<file path="config.mk">
export PLATFORM = sky130hd
export DESIGN_NAME = sicr_regs
export DESIGN_NICKNAME = d
export VERILOG_FILES = /design/src/logic/sicr_pkg.sv /design/src/logic/sicr_regs.sv /design/src/logic/sicr_test_seq.sv
export SDC_FILE = /design/constraint.sdc
export NUM_CORES = 1
export LEC_CHECK = 0
export ABC_AREA = 1
export BUFFER_PORTS_ARGS = -buffer_cell sky130_fd_sc_hd__buf_2
export CORE_MARGIN = 2
export CORE_UTILIZATION = 25
export CTS_CLUSTER_SIZE = 24
export DETAILED_ROUTE_END_ITERATION = 8
export GPL_ROUTABILITY_DRIVEN = 0
export SETUP_SLACK_MARGIN = 0.05
export SYNTH_ARGS = -nofsm -noshare
export SYNTH_HDL_FRONTEND = slang
export SYNTH_SLANG_ARGS = --single-unit
</file>
<file path="constraint.sdc">
create_clock -name pclk -period 1.8 [get_ports pclk]
set_clock_uncertainty 0.1 [all_clocks]
set_input_delay 0.09 -clock pclk [delete_from_list [all_inputs] [get_ports pclk]]
set_output_delay 0.09 -clock pclk [all_outputs]
set_load 0.03 [all_outputs]
</file>
<file path="src/logic/sicr_pkg.sv">
// Package: register map, field layout and test sequencer states of the scan interface control registers
package sicr_pkg;
  localparam logic [11:0] OFF_DEBUG    = 12'h000;
  localparam logic [11:0] OFF_VECTOR   = 12'h004;
  localparam logic [11:0] OFF_CTL1     = 12'h008;
  localparam logic [11:0] OFF_STATUS   = 12'h00C;
  localparam logic [11:0] OFF_MASK     = 12'h010;
  localparam logic [7:0]  DBG_FETCH    = 8'h00;
  localparam logic [7:0]  DBG_STATE    = 8'h01;
  localparam logic [7:0]  DBG_SEQ_OUT  = 8'h02;
  localparam logic [7:0]  DBG_CONV     = 8'h03;
  localparam int          EN_LSB       = 9;
  localparam int          FLAG_LSB     = 2;
  localparam int          TEST_BIT     = 1;
  localparam int          ENABLE_BIT   = 0;
  localparam int          NUM_FLAGS    = 7;
  localparam logic [15:0] CTL1_RESET   = 16'h0000;
  localparam logic [15:0] VECTOR_RESET = 16'h0000;
  localparam logic [7:0]  DEBUG_RESET  = 8'h00;
  localparam logic [2:0]  STAT_RESET   = 3'h0;

  typedef struct packed {
    logic [15:0] fetch_addr;
    logic [4:0]  seq_index;
    logic [7:0]  state_bits;
    logic [15:0] seq_out;
    logic [2:0]  conv_index;
    logic [9:0]  conv_data;
  } sicr_observe_s;

  typedef enum logic [1:0] {
    SICR_TEST_IDLE = 2'b00,
    SICR_TEST_WAIT = 2'b01,
    SICR_TEST_RUN  = 2'b10
  } sicr_test_e;
endpackage

</file>
<file path="src/logic/sicr_regs.sv">
// APB register bank of the scan interface: debug readback, start vector, control and interrupts
`timescale 1ns/1ps
module sicr_regs #(
  parameter int NUM_FLAGS = sicr_pkg::NUM_FLAGS
) (
  input  wire logic                    pclk,
  input  wire logic                    presetn,
  input  wire logic                    psel,
  input  wire logic                    penable,
  input  wire logic                    pwrite,
  input  wire logic [11:0]             paddr,
  input  wire logic [31:0]             pwdata,
  input  wire logic [3:0]              pstrb,
  output logic      [31:0]             prdata,
  output logic                         pready,
  output logic                         pslverr,
  input  wire sicr_pkg::sicr_observe_s observe,
  input  wire logic [NUM_FLAGS-1:0]    flag_events,
  input  wire logic                    cycle_boundary,
  input  wire logic                    test_cycle_end,
  output logic      [15:0]             start_vector_bits,
  output logic                         scan_module_enable,
  output logic                         test_cycle_insert,
  output logic      [NUM_FLAGS-1:0]    flag_irq,
  output logic                         irq
);
  logic [15:0]          ctl1_reg;
  logic [15:0]          ctl1_next;
  logic [15:0]          vector_reg;
  logic [7:0]           debug_reg;
  logic [2:0]           stat_reg;
  logic [2:0]           stat_next;
  logic [2:0]           mask_reg;
  logic [31:0]          prdata_reg;
  logic                 pready_reg;
  logic                 pslverr_reg;
  logic [NUM_FLAGS-1:0] flag_irq_reg;
  logic                 irq_reg;
  logic                 test_done;
  logic                 test_insert;

  function automatic logic hit(input logic [11:0] a, input logic [11:0] off);
    return a == off;
  endfunction

  // Zero wait-state slave: the access phase completes at its first edge
  wire                 access    = psel && penable;
  wire                 wr        = access && pwrite;
  wire                 rd_setup  = psel && !penable && !pwrite;
  wire                 sel_dbg   = hit(paddr, sicr_pkg::OFF_DEBUG);
  wire                 sel_vec   = hit(paddr, sicr_pkg::OFF_VECTOR);
  wire                 sel_ctl   = hit(paddr, sicr_pkg::OFF_CTL1);
  wire                 sel_stat  = hit(paddr, sicr_pkg::OFF_STATUS);
  wire                 sel_mask  = hit(paddr, sicr_pkg::OFF_MASK);
  wire                 mapped    = sel_dbg | sel_vec | sel_ctl | sel_stat | sel_mask;
  wire                 lo_lanes  = pstrb[0] && pstrb[1];
  wire [15:0]          wdata16   = pwdata[15:0];
  wire [NUM_FLAGS-1:0] flags     = ctl1_reg[sicr_pkg::FLAG_LSB +: NUM_FLAGS];
  wire [NUM_FLAGS-1:0] enables   = ctl1_reg[sicr_pkg::EN_LSB +: NUM_FLAGS];
  wire                 ctl_wr    = wr && sel_ctl && lo_lanes;

  // Sticky interrupt events: flag raised, test done, control write with the enable bit zero
  wire [2:0] stat_events = {ctl_wr && !wdata16[sicr_pkg::ENABLE_BIT], test_done,
                            |flag_events};

  // Debug view is chosen by the last mode written
  wire [15:0] dbg_conv = {1'b0, observe.conv_index, 2'b00, observe.conv_data};
  wire [15:0] dbg_bits = {3'b000, observe.seq_index, observe.state_bits};
  wire [15:0] dbg_view = (debug_reg == sicr_pkg::DBG_FETCH)   ? observe.fetch_addr :
                         (debug_reg == sicr_pkg::DBG_STATE)   ? dbg_bits :
                         (debug_reg == sicr_pkg::DBG_SEQ_OUT) ? observe.seq_out :
                         (debug_reg == sicr_pkg::DBG_CONV)    ? dbg_conv : 16'h0000;

  wire [31:0] rd_mux = sel_dbg  ? {16'h0000, dbg_view} :
                       sel_vec  ? {16'h0000, vector_reg} :
                       sel_ctl  ? {16'h0000, ctl1_reg} :
                       sel_stat ? {29'h0000000, stat_reg} :
                       sel_mask ? {29'h0000000, mask_reg} : 32'h00000000;

  always_comb begin
    ctl1_next = ctl1_reg;
    if (ctl_wr) begin
      ctl1_next = wdata16;
      // Software may clear flags but a write of one cannot raise them
      ctl1_next[sicr_pkg::FLAG_LSB +: NUM_FLAGS] = flags & wdata16[sicr_pkg::FLAG_LSB +: NUM_FLAGS];
      // Writing zero to the test bit cannot clear a pending test request; it stays set until test_done
      ctl1_next[sicr_pkg::TEST_BIT] = wdata16[sicr_pkg::TEST_BIT] | ctl1_reg[sicr_pkg::TEST_BIT];
    end
    if (test_done) begin
      ctl1_next[sicr_pkg::TEST_BIT] = 1'b0;
    end
    // Events win over a clearing write in the same cycle
    ctl1_next[sicr_pkg::FLAG_LSB +: NUM_FLAGS] = ctl1_next[sicr_pkg::FLAG_LSB +: NUM_FLAGS]
                                                | flag_events;
  end

  always_comb begin
    stat_next = stat_reg;
    // Cleared at the edge that captures the read data, so no event is lost in between
    if (rd_setup && sel_stat) begin
      stat_next = 3'b000;
    end
    stat_next = stat_next | stat_events;
  end

  always_ff @(posedge pclk or negedge presetn) begin
    if (!presetn) begin
      ctl1_reg <= sicr_pkg::CTL1_RESET;
      stat_reg <= sicr_pkg::STAT_RESET;
    end else begin
      ctl1_reg <= ctl1_next;
      stat_reg <= stat_next;
    end
  end

  always_ff @(posedge pclk or negedge presetn) begin
    if (!presetn) begin
      vector_reg <= sicr_pkg::VECTOR_RESET;
      debug_reg  <= sicr_pkg::DEBUG_RESET;
      mask_reg   <= sicr_pkg::STAT_RESET;
    end else begin
      if (wr && sel_vec && lo_lanes) begin
        vector_reg <= wdata16;
      end
      if (wr && sel_dbg && pstrb[0]) begin
        debug_reg <= pwdata[7:0];
      end
      if (wr && sel_mask && pstrb[0]) begin
        mask_reg <= pwdata[2:0];
      end
    end
  end

  always_ff @(posedge pclk or negedge presetn) begin
    if (!presetn) begin
      prdata_reg   <= 32'h00000000;
      pready_reg   <= 1'b0;
      pslverr_reg  <= 1'b0;
      flag_irq_reg <= '0;
      irq_reg      <= 1'b0;
    end else begin
      pready_reg   <= psel && !penable;
      pslverr_reg  <= psel && !penable && !mapped;
      prdata_reg   <= rd_setup ? rd_mux : 32'h00000000;
      flag_irq_reg <= ctl1_next[sicr_pkg::FLAG_LSB +: NUM_FLAGS]
                      & ctl1_next[sicr_pkg::EN_LSB +: NUM_FLAGS];
      irq_reg      <= |(stat_next & mask_reg);
    end
  end

  sicr_test_seq u_test (
    .pclk           (pclk),
    .presetn        (presetn),
    .request        (ctl1_reg[sicr_pkg::TEST_BIT] && ctl1_reg[sicr_pkg::ENABLE_BIT]),
    .cycle_boundary (cycle_boundary),
    .test_cycle_end (test_cycle_end),
    .insert_reg     (test_insert),
    .done_reg       (test_done)
  );

  assign prdata             = prdata_reg;
  assign pready             = pready_reg;
  assign pslverr            = pslverr_reg;
  assign start_vector_bits  = vector_reg;
  assign scan_module_enable = ctl1_reg[sicr_pkg::ENABLE_BIT];
  assign test_cycle_insert  = test_insert;
  assign flag_irq           = flag_irq_reg;
  assign irq                = irq_reg;
  logic unused_ok;
  assign unused_ok = &{1'b0, enables, pwdata[31:16], pstrb[3:2]};
endmodule

</file>
<file path="src/logic/sicr_test_seq.sv">
// Test-cycle insertion tracker that tells when the inserted test cycle has ended
`timescale 1ns/1ps
module sicr_test_seq (
  input  wire logic pclk,
  input  wire logic presetn,
  input  wire logic request,
  input  wire logic cycle_boundary,
  input  wire logic test_cycle_end,
  output logic      insert_reg,
  output logic      done_reg
);
  sicr_pkg::sicr_test_e state_reg;
  sicr_pkg::sicr_test_e state_next;
  logic                 done_next;

  always_comb begin
    state_next = state_reg;
    done_next  = 1'b0;
    case (state_reg)
      sicr_pkg::SICR_TEST_IDLE: begin
        // The test bit is still set during the done pulse and must not re-arm
        if (request && !done_reg) begin
          state_next = sicr_pkg::SICR_TEST_WAIT;
        end
      end
      sicr_pkg::SICR_TEST_WAIT: begin
        // Test cycle goes in only between regular cycles
        if (!request) begin
          state_next = sicr_pkg::SICR_TEST_IDLE;
        end else if (cycle_boundary) begin
          state_next = sicr_pkg::SICR_TEST_RUN;
        end
      end
      sicr_pkg::SICR_TEST_RUN: begin
        if (test_cycle_end) begin
          state_next = sicr_pkg::SICR_TEST_IDLE;
          done_next  = 1'b1;
        end
      end
      default: begin
        state_next = sicr_pkg::SICR_TEST_IDLE;
      end
    endcase
  end

  always_ff @(posedge pclk or negedge presetn) begin
    if (!presetn) begin
      state_reg  <= sicr_pkg::SICR_TEST_IDLE;
      insert_reg <= 1'b0;
      done_reg   <= 1'b0;
    end else begin
      state_reg  <= state_next;
      insert_reg <= (state_next == sicr_pkg::SICR_TEST_RUN);
      done_reg   <= done_next;
    end
  end
endmodule

</file>
# Yosys cells after proc, flatten, opt, wreduce, memory -nomap -nowiden
# Index checks and enable logic that the tools add are counted.
[word_totals]
input_bits = 120
register_bits = 76
output_inout_bits = 60
[op_classes]
eq_ne = 10
reduce_logical = 29
muxes = 20
n_bitwise = 10
[ops]
columns = ["cell", "count"]
rows = [
  ["16-bit 2-to-1 mux", 8],
  ["12-bit by 4-bit == test with 1-bit output, second input constant", 2],
  ["1-bit logical AND", 18],
  ["8-bit by 2-bit == test with 1-bit output, second input constant", 2],
  ["15-bit 2-to-1 mux", 1],
  ["7-bit bitwise AND", 2],
  ["12-bit by 3-bit == test with 1-bit output, second input constant", 1],
  ["12-bit by 5-bit == test with 1-bit output, second input constant", 1],
  ["12-bit logical NOT", 1],
  ["3-bit 2-to-1 mux", 3],
  ["8-bit by 1-bit == test with 1-bit output, second input constant", 1],
  ["8-bit logical NOT", 1],
  ["2-bit 2-to-1 mux", 4],
  ["7-bit OR", 1],
  ["7-bit OR reduction", 1],
  ["2-bit one-hot mux with 3 select lines", 1],
  ["1-bit logical NOT", 5],
  ["1-bit OR", 5],
  ["2-bit == test, second input constant", 2],
  ["3-bit bitwise AND", 1],
  ["1-bit 2-to-1 mux", 3],
  ["3-bit OR", 1],
  ["3-bit OR reduction", 1],
  ["2-bit by 1-bit == test with 1-bit output, second input constant", 1],
  ["other kinds (2)", 2],
]

# Depth between registers and ports, before layout
# Gate-level depths: netlist of run 1.
[depth]
word_depth = 8
ltp_mapped = 11

# Cells and area by module
# A second synthesis of run 1 with hierarchy kept.
[unflattened]
cells_unflattened = 543
hier_area_um2 = 3997.6
[modules_own_cells]
columns = ["mod", "cells_each", "seq_area_each_um2", "area_per_inst_um2", "instances"]
rows = [
  ["sicr_regs", 523, 1801.7, 3834.9, 1],
  ["sicr_test_seq", 20, 100.1, 162.7, 1],
]

# Least setup slack after synthesis of run 1
# Ideal clock, no wire load.
[synth_timing]
kind = "register to register"
startpoint = "register debug_reg[3]"
endpoint = "register prdata_reg[4], in the netlist prdata[4]"
required_ns = 1.581
path_stages_with_launch = 7
n_path_buf = 1
setup_slack_ns = 0.219
t_arrival_ns = 1.362
setup_time_ns = 0.119
path_cell_list = "dfrtp_1 -> nor2_1 -> nand4_2 -> buf_2 -> or2_2 -> a21oi_1 -> nor2_1"
[synth_via]
elab_chain_len = 7
elab_cells_between_ends = 10
cone_classes = "eq/ne: 3; mux: 6; reduce/logical: 1"
[synth_rtl]
columns = ["element", "line_no", "source"]
rows = [
  ["from (decl)", "sicr_regs.sv:30", "logic [7:0] debug_reg;"],
  ["from (signal assigned)", "sicr_regs.sv:119", "debug_reg <= sicr_pkg::DEBUG_RESET;"],
  ["from (signal assigned)", "sicr_regs.sv:126", "debug_reg <= pwdata[7:0];"],
  ["8-bit by 2-bit == test with 1-bit output", "sicr_regs.sv:72", "(debug_reg == sicr_pkg::DBG_CONV) ? dbg_conv : 16'h0000;"],
  ["15-bit 2-to-1 mux", "sicr_regs.sv:72", ""],
  ["16-bit 2-to-1 mux", "sicr_regs.sv:71", "(debug_reg == sicr_pkg::DBG_SEQ_OUT) ? observe.seq_out :"],
  ["16-bit 2-to-1 mux", "sicr_regs.sv:70", "(debug_reg == sicr_pkg::DBG_STATE) ? dbg_bits :"],
  ["16-bit 2-to-1 mux (*)", "sicr_regs.sv:69", "wire [15:0] dbg_view = (debug_reg == sicr_pkg::DBG_FETCH) ? observe.fetch_addr :"],
  ["16-bit 2-to-1 mux (*)", "sicr_regs.sv:74", "wire [31:0] rd_mux = sel_dbg ? {16'h0000, dbg_view} :"],
  ["16-bit 2-to-1 mux (*)", "sicr_regs.sv:144", "prdata_reg <= rd_setup ? rd_mux : 32'h00000000;"],
  ["to (signal assigned)", "sicr_regs.sv:144", ""],
  ["to (decl)", "sicr_regs.sv:34", "logic [31:0] prdata_reg;"],
]
# Mark *: on every way between the ends. The rest lies on a longest branch, timed or not.
# A chain may end at the register's enable or synchronous reset.

# Final worst setup path of run 1
[layout_timing]
startpoint = "input psel"
endpoint = "register flag_irq_reg[2], in the netlist flag_irq[2]"
[layout_via]
elab_chain_len = 7
[layout_rtl]
columns = ["element", "line_no", "source"]
rows = [
  ["from (decl)", "sicr_regs.sv:8", "input wire logic psel,"],
  ["1-bit logical AND (*)", "sicr_regs.sv:47", "wire access = psel && penable;"],
  ["1-bit logical AND (*)", "sicr_regs.sv:48", "wire wr = access && pwrite;"],
  ["1-bit logical AND (*) (2 in a row)", "sicr_regs.sv:60", "wire ctl_wr = wr && sel_ctl && lo_lanes;"],
  ["16-bit 2-to-1 mux (*)", "sicr_regs.sv:82", "if (ctl_wr) begin"],
  ["7-bit OR", "sicr_regs.sv:94", "| flag_events;"],
  ["7-bit bitwise AND (*)", "sicr_regs.sv:146", "& ctl1_next[sicr_pkg::EN_LSB +: NUM_FLAGS];"],
  ["to (signal assigned)", "sicr_regs.sv:145", "flag_irq_reg <= ctl1_next[sicr_pkg::FLAG_LSB +: NUM_FLAGS]"],
  ["to (decl)", "sicr_regs.sv:37", "logic [NUM_FLAGS-1:0] flag_irq_reg;"],
]
# Mark *: on every way between the ends. The rest lies on a longest branch, timed or not. The select of a mux whose other input is x is not followed.

==> impl_metrics.env, run 1 <==
export IMPL_postCtsSetupBuffers=0
export IMPL_internal_power_mw=3.21
export IMPL_combPwrFrac_pct=9.4
export IMPL_cp_startpoint="psel"
export IMPL_p_sw_share_pct=22.2
export IMPL_path_depth=8
export IMPL_final_area_um2=6230
export IMPL_fin_setup_tns_ns=0
export IMPL_dp_slack_ns=0.0803
export IMPL_clockBufferDepth=2
export IMPL_min_from="observe[53]"
export IMPL_syn_area_um2=4310
export IMPL_synth_cell_type_count=33
export IMPL_layout_common_cells="149 x nand2_1, 144 x buf_2, 81 x inv_1, 76 x dfrtp_1, 64 x nand3_1"
export IMPL_final_common_cell="nand2_1"
export IMPL_ant_nets=0
export IMPL_slew_viol_final=0
export IMPL_synth_top_family_by_area="simple AND/OR/NAND/NOR gates"
export IMPL_hold_path_class="in -> reg"
export IMPL_cts_sinks=76
export IMPL_grtUsageTotal_pct=15.2
export IMPL_fin_crit_sh_pct=89.0
export IMPL_fillerInstances=1847
export IMPL_cp_slowest_stage_delay_ns=0.53
export IMPL_worst_slack_ns=0.198
export IMPL_grt_pass1_wl_um=21200
export IMPL_clkPwrFrac_pct=49.1
export IMPL_post_route_util_pct=36.5
export IMPL_synthesis_instances=588
export IMPL_dp_hpwl_um=10500
export IMPL_dieWidth_um=135
export IMPL_dr_first_iter_drc_count=222
export IMPL_whs_path_depth=4
export IMPL_grt_pass1_vias=4153
export IMPL_critical_path_required_ns=1.92
export IMPL_r2r_start="debug_reg[5]"
export IMPL_yosysSeqAreaShare_pct=44.1
export IMPL_routed_via_density=4.19
export IMPL_num_rows=48
export IMPL_synth_compound_area_share_pct=9.78
export IMPL_critPathLaunchType="input port"
export IMPL_end_kind="flop"
export IMPL_synthSimpleGateAreaFrac_pct=33.3
export IMPL_whs_ns=0.0154
export IMPL_die_area_um2=18300
export IMPL_grt_max_degree=40
export IMPL_clk_pin_slew_worst_paths_ns=0.06
export IMPL_worstMarginPinSlew_ns=0.553
export IMPL_fin_cells=1028
export IMPL_synth_fa_ha_area_share_pct=0
export IMPL_antenna_found_initial=2
export IMPL_path_class="in -> reg"
export IMPL_io_pins=180
export IMPL_gr_total_overflow=0
export IMPL_die_h_um=135
export IMPL_cp_slowest_cell="dlygate4sd3_1"
export IMPL_period_needed_ns=1.60
export IMPL_clk_latency_ns=0.35
export IMPL_rsz0062_at_grt="false"
export IMPL_numCtsBuffers=9
export IMPL_drtPass1Iterations=4
export IMPL_synthXorXnorAreaFrac_pct=0
export IMPL_ff2ff_path_depth=10
export IMPL_totalWireLength_um=13800
export IMPL_crit_buf_inv=3
export IMPL_status="complete, no violations"
export IMPL_synth_mux_area_share_pct=0
export IMPL_cpLargestDelayFamily="buffers and inverters"
export IMPL_syn_area_per_cell_um2=7.33
export IMPL_maxCapViolCount=0
export IMPL_place_inst=964
export IMPL_routedWlPerCell_um=13.4
export IMPL_synth_seq_cells=76
export IMPL_maxSlewHeadroom_pct=63.1
export IMPL_power_density_nw_per_um2=662
export IMPL_crit_arrival_ns=1.72
export IMPL_cp_max_fo=21
export IMPL_seqPwrFrac_pct=41.5
export IMPL_hold_violations=0
export IMPL_placed_area_um2=5380
export IMPL_fin_total_pwr_mw=4.12
export IMPL_finalSetupViolCount=0
export IMPL_crit_chain="dlygate4sd3_1 -> buf_2 -> nand4_1 -> nor2_2 -> nand3_4 -> buf_12 -> o21ai_0 -> a21oi_1"
export IMPL_fin_nets=916
export IMPL_core_area_um2=17100
export IMPL_vias=4312
export IMPL_initial_utilization_pct=25.3
export IMPL_cts_max_level=3
export IMPL_drcViolationCount=0
export IMPL_drive_gt1_share_pct=28.5
export IMPL_fmax_ghz=0.624
export IMPL_cts_root_buf="clkbuf_16"
export IMPL_yosysWarnings=0
export IMPL_cts_tree="done"
export IMPL_p_leak_nw=3.42
export IMPL_syn_to_final_growth_pct=44.5
export IMPL_ir_drop_uv=407
export IMPL_power_switching_uw=917
export IMPL_port_buffers=145
-- power by group through the flow --
stage / Sequential (mW) / Combinational (mW) / Clock, mW
final: 1.71 / 0.388 / 2.02
after global routing: 1.71 / 0.428 / 2.16
after CTS: 1.71 / 0.390 / 2.08
after detailed placement: 1.74 / 0.314 / 0
after global placement: 1.74 / 0.314 / 0
after floorplan: 1.75 / 0.137 / 0
-- Yosys cell counts --
master    number  area share (%)
nand2_2        5            0.73
nor2_1        62             5.4
nor4_1         1            0.15
o21a_1         1            0.17
o21ai_1        2            0.23
clkbuf_1       2            0.17
inv_2          3            0.26
a21oi_1       42             4.9
nand3_2        1            0.23
o21ai_2        9             1.8
buf_2          9             1.0
nor2_2         4            0.58
nor2_4         2            0.52
nand4_2        1            0.29
or2_0          1            0.15
dfrtp_1       76              44
or2_1          1            0.15
nand4_1        3            0.44
o22ai_1        2            0.29
or2_2          7             1.0
nor2_8         1            0.46
buf_6          2            0.52
a21boi_1       1            0.17
nor3_1         3            0.35
nand2_4        2            0.52
nand3b_1       9             1.6
nand3_1       64             7.4
buf_4         21             3.7
inv_1         81             7.1
o21ai_0       19             2.2
conb_1         1           0.087
nor3_4         1            0.38
nand2_1      149              13
-- layout make-up --
type                            instances  area [um^2]  share of cell area [%]
Inverter                               84          315                    5.06
Clock inverter                          4         70.1                    1.12
Tap cell                              225          282                    4.52
Antenna cell                            2         5.00                  0.0803
Timing Repair Buffer                  216         1430                    23.0
Clock buffer                           12          267                    4.28
Multi-Input combinational cell        409         1960                    31.4
Sequential cell                        76         1900                    30.5
-- what timing repair did --
action | 4_1_cts | 5_1_grt
resized for setup | 0 | 16
endpoints found under the setup margin | 0 | 35
hold buffers | 46 | 0
endpoints found under the hold margin | 93 | 0
-- worst min-delay path, cell delays in order --
cell     delay (ns)
buf_2          0.08
a21oi_1        0.05
o21a_1         0.11
nor2_1         0.09
-- routing by layer --
layer | GRT usage [%] | vias up | part of all wire [%]
li1 | - | 2241 | -
met1 | 19.4 | 1914 | 46
met4 | 4.80 | 0 | 1.1
met3 | 4.26 | 13 | 7.2
met2 | 25.0 | 144 | 46
met5 | 0 | - | 0
-- cells by family after synthesis --
| logic type | count (synthesis) |
|---|---|
| DFF | 76 |
| buffers and inverters | 118 |
| AOI/OAI and AO/OA | 76 |
| other | 1 |
| and+or+nand+nor | 317 |
-- path summary, 6_finish.rpt --
path / endpoint / slack (ns)
min in group asynchronous: prdata[2] / 0.18
setup reg to reg: prdata[1] / 0.20
setup / recovery: flag_irq[2] / 0.20
max in group asynchronous: start_vector_bits[10] / 0.80
hold / removal: prdata[11] / 0.02
hold reg to reg: ctl1_reg[1] / 0.32
No activity file was read; power rests on OpenSTA's default activity.
==> run 2: changes to the inputs <==
Settings changed: CORE_MARGIN 2 to unset.
==> impl_metrics.env, run 2 (same netlist as run 1, synthesis figures left out) <==
export IMPL_routedWlPerCell_um=13.5
export IMPL_path_common_cell="nand2_1"
export IMPL_fin_setup_tns_ns=0
export IMPL_p_sw_share_pct=24.5
export IMPL_crit_chain="nor2_2 -> nand2_1 -> nor2_2 -> buf_12 -> nand2_1 -> nand2_1 -> inv_1 -> a21oi_2 -> nor2_1"
export IMPL_fin_crit_sh_pct=91.1
export IMPL_grt_busiest_layer="met2"
export IMPL_diodes=0
export IMPL_fillerInstances=1790
export IMPL_routed_via_density=4.23
export IMPL_grt_use_met3_pct=4.11
export IMPL_drtPass1Iterations=5
export IMPL_grtUsageTotal_pct=15.8
export IMPL_cp_slowest_stage_delay_ns=0.40
export IMPL_ff2ff_setup_slack_ns=0.16
export IMPL_clockBufferDepth=2
export IMPL_port_buffers=145
export IMPL_syn_to_final_growth_pct=40.9
export IMPL_maxCapViolCount=0
export IMPL_met2_usage_pct=24.4
export IMPL_initial_utilization_pct=25.8
export IMPL_hold_path_class="in -> reg"
export IMPL_fmax_ghz=0.610
export IMPL_grt_pass1_wl_um=21400
export IMPL_cts_root_buf="clkbuf_16"
export IMPL_grtUsageMet1_pct=21.6
export IMPL_power_switching_uw=910
export IMPL_cpLargestDelayFamily="simple AND/OR/NAND/NOR gates"
export IMPL_drive_gt1_share_pct=28.3
export IMPL_path_class="reg -> reg"
export IMPL_fin_nets=912
export IMPL_die_h_um=133
export IMPL_final_common_cell="nand2_1"
export IMPL_critPathLaunchType="flop"
export IMPL_grt_pass1_vias=4120
export IMPL_antenna_found_initial=0
export IMPL_clk_latency_ns=0.34
export IMPL_dp_hpwl_um=10500
export IMPL_layout_common_cells="149 x nand2_1, 144 x buf_2, 81 x inv_1, 76 x dfrtp_1, 64 x nand3_1"
export IMPL_core_area_um2=16700
export IMPL_clk_pin_slew_worst_paths_ns=0.06
export IMPL_p_leak_nw=3.35
export IMPL_cts_tree="done"
export IMPL_seqPwrFrac_pct=46.2
export IMPL_crit_arrival_ns=1.77
export IMPL_numCtsBuffers=9
export IMPL_hold_violations=0
export IMPL_die_area_um2=17800
export IMPL_post_route_util_pct=36.4
export IMPL_status="complete, no violations"
export IMPL_power_density_nw_per_um2=611
export IMPL_vias=4297
export IMPL_gr_total_overflow=0
export IMPL_ant_nets=0
export IMPL_internal_power_mw=2.80
export IMPL_drcViolationCount=0
export IMPL_critical_path_required_ns=1.93
export IMPL_cp_slowest_cell="dfrtp_1"
export IMPL_ir_drop_uv=435
export IMPL_slew_viol_final=0
export IMPL_grt_max_degree=37
export IMPL_clkPwrFrac_pct=43.6
export IMPL_dp_slack_ns=0.0682
export IMPL_rsz0062_at_grt="false"
export IMPL_dieWidth_um=133
export IMPL_dr_first_iter_drc_count=193
export IMPL_cts_max_level=3
export IMPL_io_pins=180
export IMPL_end_kind="flop"
export IMPL_crit_buf_inv=2
export IMPL_combPwrFrac_pct=10.2
export IMPL_cts_sinks=76
export IMPL_finalSetupViolCount=0
export IMPL_period_needed_ns=1.64
export IMPL_cp_max_fo=17
export IMPL_num_rows=47
export IMPL_totalWireLength_um=13800
export IMPL_worst_slack_ns=0.160
[run 2: path summary, 6_finish.rpt]
| path | cells past startpoint | endpoint | startpoint |
|---|---|---|---|
| hold / removal | 5 | prdata[3] | observe[16] |
| setup / recovery | 9 | prdata[12] | debug_reg[7] |
| min in group asynchronous | 2 | prdata[2] | presetn |
| max in group asynchronous | 3 | debug_reg[7] | presetn |
| setup reg to reg | 9 | prdata[12] | debug_reg[7] |
| hold reg to reg | 1 | ctl1_reg[1] | u_test.done_reg |
[run 2: area by class of cell]
type	instances	area, um^2	area share [%]
Multi-Input combinational cell	409	1950	32.0
Inverter	84	315	5.19
Clock inverter	2	12.5	0.206
Tap cell	220	275	4.53
Sequential cell	76	1900	31.3
Clock buffer	13	240	3.96
Timing Repair Buffer	212	1380	22.8
[run 2: power groups by stage]
stage	Sequential, mW	Combinational [mW]	Clock [mW]
2_1_floorplan	1.75	0.137	0
3_3_place_gp	1.74	0.317	0
3_5_place_dp	1.74	0.318	0
4_1_cts	1.71	0.382	1.67
5_1_grt	1.71	0.415	1.75
6_report	1.71	0.379	1.62
[run 2: repair_timing]
| item | in CTS | in global routing |
|---|---|---|
| setup endpoints to repair | 0 | 10 |
| setup buffers | 0 | 2 |
| hold buffers | 39 | 0 |
| hold endpoints to repair | 126 | 0 |
| resized for setup | 0 | 9 |
[run 2: routing by layer]
layer,vias up,routed length (um)
met1,1906,6740
li1,2222,-
met4,0,198
met3,13,865
met2,156,5960
met5,-,0
[run 2: worst min-delay path, stage by stage]
cell and delay (ns):
buf_2 0.07, nand2_1 0.04, nand3_1 0.06, nor2_1 0.05, nor2_1 0.09
[run 2: per-stage QoR]
step           area, um^2  power [mW]  std cells  hold WS (ns)
2_1_floorplan        4370        1.89        603        -0.306
3_3_place_gp         5380        2.06        960       -0.0967
3_5_place_dp         5380        2.06        960       -0.0920
4_1_cts              6030        3.76       1014       0.00133
5_1_grt              6070        3.88       1016        0.0307
6_report             6070        3.71       1016       0.00531
